File: src/ibsc_pkg.sv
// Package for the bus status and control block
package ibsc_pkg;
  // ---------------------------------------------------------------
  // Register map
  // ---------------------------------------------------------------
  localparam logic [7:0] ADDR_STATUS = 8'h00;
  localparam logic [7:0] ADDR_CTRL   = 8'h04;
  localparam logic [7:0] ADDR_DATA   = 8'h08;
  localparam logic [7:0] ADDR_OWN    = 8'h0C;
  localparam logic [7:0] ADDR_IRQST  = 8'h10;
  localparam logic [7:0] ADDR_IRQMSK = 8'h14;
  localparam logic [7:0] STATUS_RESET = 8'h30;
  // Status bit positions
  localparam int B_BUSY = 7;
  localparam int B_IRQ  = 6;
  localparam int B_SSI  = 5;
  localparam int B_ARB  = 3;
  localparam int B_OWN  = 2;
  localparam int B_GC   = 1;
  localparam int B_ACK  = 0;
  // Control bit positions
  localparam int C_EN   = 0;
  localparam int C_MST  = 1;
  localparam int C_TRS  = 2;
  localparam int C_FS   = 3;
  // Interrupt status bits
  localparam int I_IRQ  = 0;
  localparam int I_ARB  = 1;
  localparam int I_GC   = 2;
  localparam int I_STOP = 3;
  localparam int IRQ_W  = 4;
  localparam logic [6:0] GC_ADDR = 7'h00;
  localparam logic [3:0] BIT_LAST = 4'h8;
  // Bit count after a start; the following SCL fall wraps it to zero
  localparam logic [3:0] BIT_PRE  = 4'hF;

  typedef enum logic [1:0] {
    ST_IDLE = 2'b00,
    ST_ADDR = 2'b01,
    ST_DATA = 2'b10,
    ST_SKIP = 2'b11
  } ibsc_state_t;

  typedef struct packed {
    logic [1:0] scl_s;
    logic [1:0] sda_s;
    logic       scl_p;
    logic       sda_p;
    ibsc_state_t st;
    logic [3:0] bitn;
    logic [7:0] shf;
    logic       gc_hit;
    logic       own_hit;
    logic       en;
    logic       mst;
    logic       trs;
    logic       fs;
    logic       ack;
    logic       irq;
    logic       arb;
    logic       own;
    logic       gc;
    logic       busy;
    logic       rd_gc;
    logic       rd_arb;
    logic [7:0] data;
    logic [7:0] tx;
    logic [6:0] own_addr;
    logic [IRQ_W-1:0] ist;
    logic [IRQ_W-1:0] imsk;
    logic       sda_oe;
    logic       scl_oe;
    logic       req_start;
    logic       req_stop;
    logic [31:0] prdata;
    logic       pready;
    logic       intr;
    logic       port_mode;
  } ibsc_regs_t;
endpackage

File: src/ibsc_top.sv
// Bus status and control block with APB register access
//
// Decided for this implementation: register access over APB and the register addresses.
`timescale 1ns/100ps
// What this block does
// - Disabled: pins behave as plain ports
// - Enabled: module may drive SDA; SCL_OE stays low, so SCL is never driven
// - Receive: drive acknowledge value in slot
// - Transmit: acknowledge value latches receiver answer
// - General call sets general call flag
// - Read one then write zero clears general call
// - Own or general address sets match flag
// - Data read while receiving or data write while transmitting clears three flags
// - Master transmit SDA mismatch sets arbitration lost
// - Read one then write zero clears arbitration
// - Inhibit zero with busy issues start/stop
// - Start/stop inhibit always reads one
// - Busy flag follows detected bus activity
// - Slave match and byte ends raise request when FS is clear
// - General call and following bytes raise request
module ibsc_top
  import ibsc_pkg::*;
(
  // Clock and reset
  input  wire logic        CLOCK,
  input  wire logic        RESET,
  // APB slave
  input  wire logic        PSEL,
  input  wire logic        PENABLE,
  input  wire logic        PWRITE,
  input  wire logic [7:0]  PADDR,
  input  wire logic [31:0] PWDATA,
  output logic [31:0]      PRDATA,
  output logic             PREADY,
  output logic             PSLVERR,
  // I2C pins
  input  wire logic        SCL_IN,
  output logic             SCL_OUT,
  output logic             SCL_OE,
  input  wire logic        SDA_IN,
  output logic             SDA_OUT,
  output logic             SDA_OE,
  // Port mode, start/stop requests and interrupt
  output logic             PINS_AS_PORT,
  output logic             START_REQ,
  output logic             STOP_REQ,
  output logic             IRQ
);
  ibsc_regs_t q;
  ibsc_regs_t d;
  logic scl, sda, scl_rise, scl_fall, start_c, stop_c;
  logic wr, rd;
  logic [7:0] status_rd;

  // ---------------------------------------------------------------
  // Next state
  // ---------------------------------------------------------------
  always_comb begin
    d = q;
    d.scl_s = {q.scl_s[0], SCL_IN};
    d.sda_s = {q.sda_s[0], SDA_IN};
    scl = q.scl_s[1];
    sda = q.sda_s[1];
    d.scl_p = scl;
    d.sda_p = sda;
    scl_rise = scl & ~q.scl_p;
    scl_fall = ~scl & q.scl_p;
    start_c = scl & q.scl_p & q.sda_p & ~sda;
    stop_c = scl & q.scl_p & ~q.sda_p & sda;
    wr = PSEL & PENABLE & PWRITE & ~q.pready;
    rd = PSEL & PENABLE & ~PWRITE & ~q.pready;
    status_rd = {q.busy, q.irq, 1'b1, 1'b1, q.arb, q.own, q.gc, q.ack};
    d.pready = PSEL & PENABLE & ~q.pready;
    d.prdata = 32'h0000_0000;
    d.req_start = 1'b0;
    d.req_stop = 1'b0;
    // Bus activity tracking
    if (start_c) begin
      d.busy = 1'b1;
    end else if (stop_c) begin
      d.busy = 1'b0;
    end
    // Slave receive / transfer engine
    if (!q.en || stop_c) begin
      d.st = ST_IDLE;
      d.sda_oe = 1'b0;
      d.gc_hit = 1'b0;
      d.own_hit = 1'b0;
    end else if (start_c) begin
      d.st = ST_ADDR;
      d.bitn = BIT_PRE;
      d.gc_hit = 1'b0;
      d.own_hit = 1'b0;
      d.sda_oe = 1'b0;
    end else if (scl_rise && q.st != ST_IDLE) begin
      if (q.bitn < BIT_LAST) begin
        d.shf = {q.shf[6:0], sda};
        if (q.mst && q.trs && q.sda_oe == 1'b0 && q.tx[7] == 1'b0 && sda) begin
          d.arb = 1'b1;
        end
        if (q.mst && q.trs && q.tx[7] && ~sda && q.st == ST_DATA) begin
          d.arb = 1'b1;
        end
      end else begin
        if (q.trs) begin
          d.ack = sda;
        end
        if (q.st == ST_ADDR) begin
          if (q.shf[7:1] == GC_ADDR && !q.shf[0] && !q.mst) begin
            d.gc = 1'b1;
            d.own = 1'b1;
            d.gc_hit = 1'b1;
            d.irq = 1'b1;
            d.st = ST_DATA;
          end else if (q.shf[7:1] == q.own_addr && !q.mst) begin
            d.own = 1'b1;
            d.own_hit = 1'b1;
            if (!q.fs) begin
              d.irq = 1'b1;
            end
            d.st = ST_DATA;
          end else begin
            d.st = q.mst ? ST_DATA : ST_SKIP;
          end
        end else if (q.st == ST_DATA) begin
          if ((q.own_hit && !q.fs) || q.gc_hit || q.mst) begin
            d.irq = 1'b1;
          end
        end
      end
    end else if (scl_fall && q.st != ST_IDLE) begin
      d.bitn = (q.bitn == BIT_LAST) ? 4'h0 : q.bitn + 4'h1;
      d.sda_oe = 1'b0;
      if (q.bitn == 4'h7 && !q.trs && q.st == ST_DATA) begin
        d.sda_oe = ~q.ack;
      end
      if (q.bitn == 4'h7 && q.st == ST_ADDR && !q.mst) begin
        d.sda_oe = ((q.shf[7:1] == q.own_addr) || (q.shf[7:1] == GC_ADDR)) && !q.shf[0];
      end
      if (q.bitn != 4'h7 && q.trs && q.st == ST_DATA) begin
        d.sda_oe = ~q.tx[7];
        d.tx = {q.tx[6:0], 1'b1};
      end
    end
    // Register reads
    if (rd) begin
      unique case (PADDR)
        ADDR_STATUS: begin
          d.prdata = {24'h00_0000, status_rd};
          d.rd_gc = q.gc;
          d.rd_arb = q.arb;
        end
        ADDR_CTRL: d.prdata = {28'h000_0000, q.fs, q.trs, q.mst, q.en};
        ADDR_DATA: begin
          d.prdata = {24'h00_0000, q.data};
          if (!q.trs) begin
            d.gc = d.gc & ~q.gc;
            d.own = d.own & ~q.own;
            d.arb = d.arb & ~q.arb;
          end
        end
        ADDR_OWN: d.prdata = {25'h000_0000, q.own_addr};
        ADDR_IRQST: d.prdata = {28'h000_0000, q.ist};
        ADDR_IRQMSK: d.prdata = {28'h000_0000, q.imsk};
        default: d.prdata = 32'h0000_0000;
      endcase
    end
    if (scl_rise && q.bitn == BIT_LAST && q.st == ST_DATA && !q.trs) begin
      d.data = q.shf;
    end
    // Register writes
    if (wr) begin
      unique case (PADDR)
        ADDR_STATUS: begin
          d.ack = PWDATA[B_ACK];
          if (!PWDATA[B_IRQ]) begin
            d.irq = d.irq & ~q.irq;
          end
          if (!PWDATA[B_GC] && q.rd_gc) begin
            d.gc = d.gc & ~q.gc;
          end
          if (!PWDATA[B_ARB] && q.rd_arb) begin
            d.arb = d.arb & ~q.arb;
          end
          if (!PWDATA[B_SSI] && q.en) begin
            d.req_start = PWDATA[B_BUSY];
            d.req_stop = ~PWDATA[B_BUSY];
            d.busy = PWDATA[B_BUSY];
          end
        end
        ADDR_CTRL: begin
          d.en = PWDATA[C_EN];
          d.mst = PWDATA[C_MST];
          d.trs = PWDATA[C_TRS];
          d.fs = PWDATA[C_FS];
        end
        ADDR_DATA: begin
          d.tx = PWDATA[7:0];
          if (q.trs) begin
            d.gc = d.gc & ~q.gc;
            d.own = d.own & ~q.own;
            d.arb = d.arb & ~q.arb;
          end
        end
        ADDR_OWN: d.own_addr = PWDATA[6:0];
        ADDR_IRQST: d.ist = q.ist;
        ADDR_IRQMSK: d.imsk = PWDATA[IRQ_W-1:0];
        default: d.req_start = 1'b0;
      endcase
    end
    // Sticky events; read clears, new event wins
    if (rd && PADDR == ADDR_IRQST) begin
      d.ist = '0;
    end
    if (d.irq && !q.irq) d.ist[I_IRQ] = 1'b1;
    if (d.arb && !q.arb) d.ist[I_ARB] = 1'b1;
    if (d.gc && !q.gc) d.ist[I_GC] = 1'b1;
    if (stop_c) d.ist[I_STOP] = 1'b1;
    d.intr = |(d.ist & d.imsk);
    d.scl_oe = 1'b0;
    d.port_mode = ~d.en;
    if (!q.en) begin
      d.sda_oe = 1'b0;
    end
  end

  // ---------------------------------------------------------------
  // State register
  // ---------------------------------------------------------------
  always_ff @(posedge CLOCK) begin
    if (RESET) begin
      q <= '0;
      q.scl_s <= 2'b11;
      q.sda_s <= 2'b11;
      q.scl_p <= 1'b1;
      q.sda_p <= 1'b1;
      q.st <= ST_IDLE;
      q.port_mode <= 1'b1;
    end else begin
      q <= d;
    end
  end

  // ---------------------------------------------------------------
  // Outputs
  // ---------------------------------------------------------------
  assign PRDATA = q.prdata;
  assign PREADY = q.pready;
  assign PSLVERR = 1'b0;
  assign SCL_OUT = 1'b0;
  assign SCL_OE = q.scl_oe;
  assign SDA_OUT = 1'b0;
  assign SDA_OE = q.sda_oe;
  assign PINS_AS_PORT = q.port_mode;
  assign START_REQ = q.req_start;
  assign STOP_REQ = q.req_stop;
  assign IRQ = q.intr;
endmodule

File: config.mk
export PLATFORM = sky130hd
export DESIGN_NAME = ibsc_top
export DESIGN_NICKNAME = d
export VERILOG_FILES = /design/src/ibsc_pkg.sv /design/src/ibsc_top.sv
export SDC_FILE = /design/constraint.sdc
export NUM_CORES = 1
export LEC_CHECK = 0
export ABC_AREA = 1
export BUFFER_PORTS_ARGS = -buffer_cell sky130_fd_sc_hd__buf_2
export CORE_MARGIN = 10
export CORE_UTILIZATION = 30
export DETAILED_ROUTE_END_ITERATION = 16
export SETUP_SLACK_MARGIN = 0.2
export SLEW_MARGIN = 20
export SYNTH_ARGS = -nofsm -noshare
export SYNTH_HDL_FRONTEND = slang
export SYNTH_SLANG_ARGS = --single-unit
File: constraint.sdc
create_clock -name CLOCK -period 4.89 [get_ports CLOCK]
set_clock_uncertainty 0.1 [all_clocks]
set_input_delay 0.978 -clock CLOCK [delete_from_list [all_inputs] [get_ports CLOCK]]
set_output_delay 0.978 -clock CLOCK [all_outputs]
set_load 0.05 [all_outputs]
==> flow_summary.yaml <==
worst_setup_path:
  crit_buf_inv: 4
  critical_path_peak_fanout: 25
  max_stage_delay_ns: 0.55
  crit_path_top_delay_cell: "inv_1"
  crit_chain: "buf_2, inv_1, buf_4, nand2_1, a21oi_1, o21ai_0, inv_1"
  crit_type: "in -> reg"
  required_ns: 5.07
  crit_start: "RESET"
  crit_path_end_kind: "flop"
  cpLargestDelayFamily: "buffers and inverters"
  cp-start-kind: "input pin"
  cp.arrival_ns: 2.62
  crit_top_cell: "inv_1"
  reg2reg_from: "d[98]"
pwr:
  p_per_area_nw_per_um2: 317
  power.internal_mw: 1.07
  p_seq_share_pct: 45.9
  swShare_pct: 24.3
  p_comb_share_pct: 6.6
  leakage_nw: 1.96
  power.clock.fraction_pct: 47.5
  p_sw_mw: 0.343
  peakVddDrop_mv: 0.206
clocking:
  numCtsBuffers: 9
  hold_buffers: 0
  root_buffer: "clkbuf_16"
  htree_levels: 3
  clkLatencyLatePin_ns: 0.34
  clk_pin_slew_ns: 0.06
  clock_path_buffers: 2
  post_cts_resized: 0
  post_cts_buffers: 0
  cts.sinks: 79
  cts_tree: "done"
die:
  core_area_um2: 13100
  num_rows: 42
  dieArea_um2: 18300
  start_util_pct: 30.3
  dieWidth_um: 135
  io_pins: 89
  fp.dieH_um: 135
synthesis:
  synth_area_um2: 3980
  synth_top_area_share_pct: 39.7
  synthArstFlopShare_pct: 0
  ys.flop_type: "dfxtp_1"
  synth_enable_flop_cells: 0
  ys_seq_elements: 79
  yosysUniqueCellTypes: 37
  synth_cells: 551
  synth_warnings: 0
  synth.avg_cell_area_um2: 7.22
  synth_area_leader_cell: "dfxtp_1"
  synthTopCellsByArea: "dfxtp_1 40%, nand2_1 9.9%, buf_4 7.2%"
  ys_seq_area_share_pct: 39.7
global_routing:
  first_global_vias: 3462
  grt_pass1_wl_um: 17100
  track_usage_pct: 11.4
  grt_max_degree: 26
  antenna_found_initial: 0
  grt_overflow: 0
hold_path:
  holdCritStartpoint: "d[103]"
  hold_class: "reg -> reg"
detailed_routing:
  avgRoutedWirePerCell_um: 13.5
  drtAntennaViolNets: 0
  firstDrtPassIters: 5
  vias_per_cell: 4.66
  drt_iter0_markers: 333
  wl_um: 10300
  via_count: 3542
  drc: 0
sta:
  fmax_mhz: 410
  min_period_over_period_pct: 49.8
  rsz0062_at_grt: "false"
  setup_viol: 0
  slew_viol_final: 0
  fin_crit_ns: 2.44
  setup_ws_ns: 2.45
  worst_pin_slew_ns: 0.797
  setup_tns_ns: 0
  slew-limit-headroom_pct: 46.5
  hold_violations: 0
  holdWs_ns: 0.308
finish:
  nets: 628
  area_delta_synth_final_pct: 12.1
  drive_above_1_share_pct: 14.2
  n_antenna_cell: 0
  final_cells: 760
place:
  pre_cts_slack_ns: 2.12
  dp_cells: 744
  gp_congestion: 0.861
  hpwlAfterDp_um: 7740
  port_buffers: 36
outcome:
  status: "complete, no violations"
run:
  max_cap_violations: 0
## layout by cell type, fill, tap and decap left out, types with 6 or more instances in the layout
cell       instances
inv_1             76
nor2_1            34
a21oi_1           54
dfxtp_1           79
clkbuf_16          9
nand3_1           30
a31oi_1            7
nor3_1            13
o21ai_0           44
nor2_4             6
buf_2             36
o211ai_1           8
conb_1            28
nand2_1          105
nor2_2             6
## Yosys cell counts, types with 2 or more instances
cell type	count
a211oi_1	5
a21oi_1	54
a221oi_1	2
a31oi_1	7
buf_4	38
clkbuf_1	7
dfxtp_1	79
ha_1	2
inv_1	76
inv_2	3
nand2_1	105
nand2_2	3
nand3_1	30
nand3_2	2
nand3b_1	3
nand4_1	2
nor2_1	34
nor2_2	6
nor2_4	6
nor3_1	13
o211ai_1	8
o21ai_0	44
o21ai_1	2
o21bai_1	2
o2bb2ai_1	2
or2_2	5
## flip-flops by register name (all words and copies together), names as in the netlist
register      flops
q                61
PRDATA            8
d                 4
IRQ               1
PINS_AS_PORT      1
PREADY            1
SDA_OE            1
START_REQ         1
STOP_REQ          1
## worst paths after layout
path | endpoint | slack (ns) | depth (start not counted)
max | SDA_OE | 2.45 | 7
min | d[99] | 0.31 | 1
max reg2reg | IRQ | 2.91 | 9
min reg2reg | d[99] | 0.31 | 1
## power by group through the flow
stage          registers, mW  logic (mW)  clock network, mW
5_1_grt                0.649      0.0980              0.713
6_report               0.649      0.0925              0.671
3_5_place_dp           0.663      0.0910                  0
4_1_cts                0.649      0.0912              0.685
2_1_floorplan          0.664      0.0864                  0
3_3_place_gp           0.663      0.0905                  0
## cells by family (layout without fill, tap and decap cells)
logic type	count (synthesis)	count (layout)	share of synthesized area, %
xor gates and xnor gates	1	1	0.220
DFF	79	79	39.7
buffers and inverters	126	132	15.7
adders and majority gates	2	2	0.629
other	1	28	0.0942
AOI/OAI and AO/OA	128	128	17.9
and+or+nand+nor	214	214	25.7
## cell type report
type	instances	area, µm²
clock inverters	5	57.6
flip-flops and latches	79	1580
clock buffers	11	243
fillers	1434	8680
repair buffers	37	188
well taps	176	220
inverters	79	297
multi-input cells	373	1870
## metal layers
layer / track usage, % / wire length, µm / vias to the layer above
met5: 0 / 0 / -
met4: 4.01 / 183 / 0
met3: 2.97 / 669 / 17
met2: 17.8 / 4610 / 101
met1: 14.9 / 4790 / 1637
li1: - / - / 1787
## through the flow
step / power, mW / area, µm² / utilization, %
floorplan: 0.750 / 4080 / -
global placement: 0.754 / 4160 / 31.7
detailed placement: 0.754 / 4160 / 31.7
CTS: 1.42 / 4460 / 34.0
global route: 1.46 / 4460 / 34.0
finish: 1.41 / 4460 / 34.0
Power figures use the tool's default switching activity.
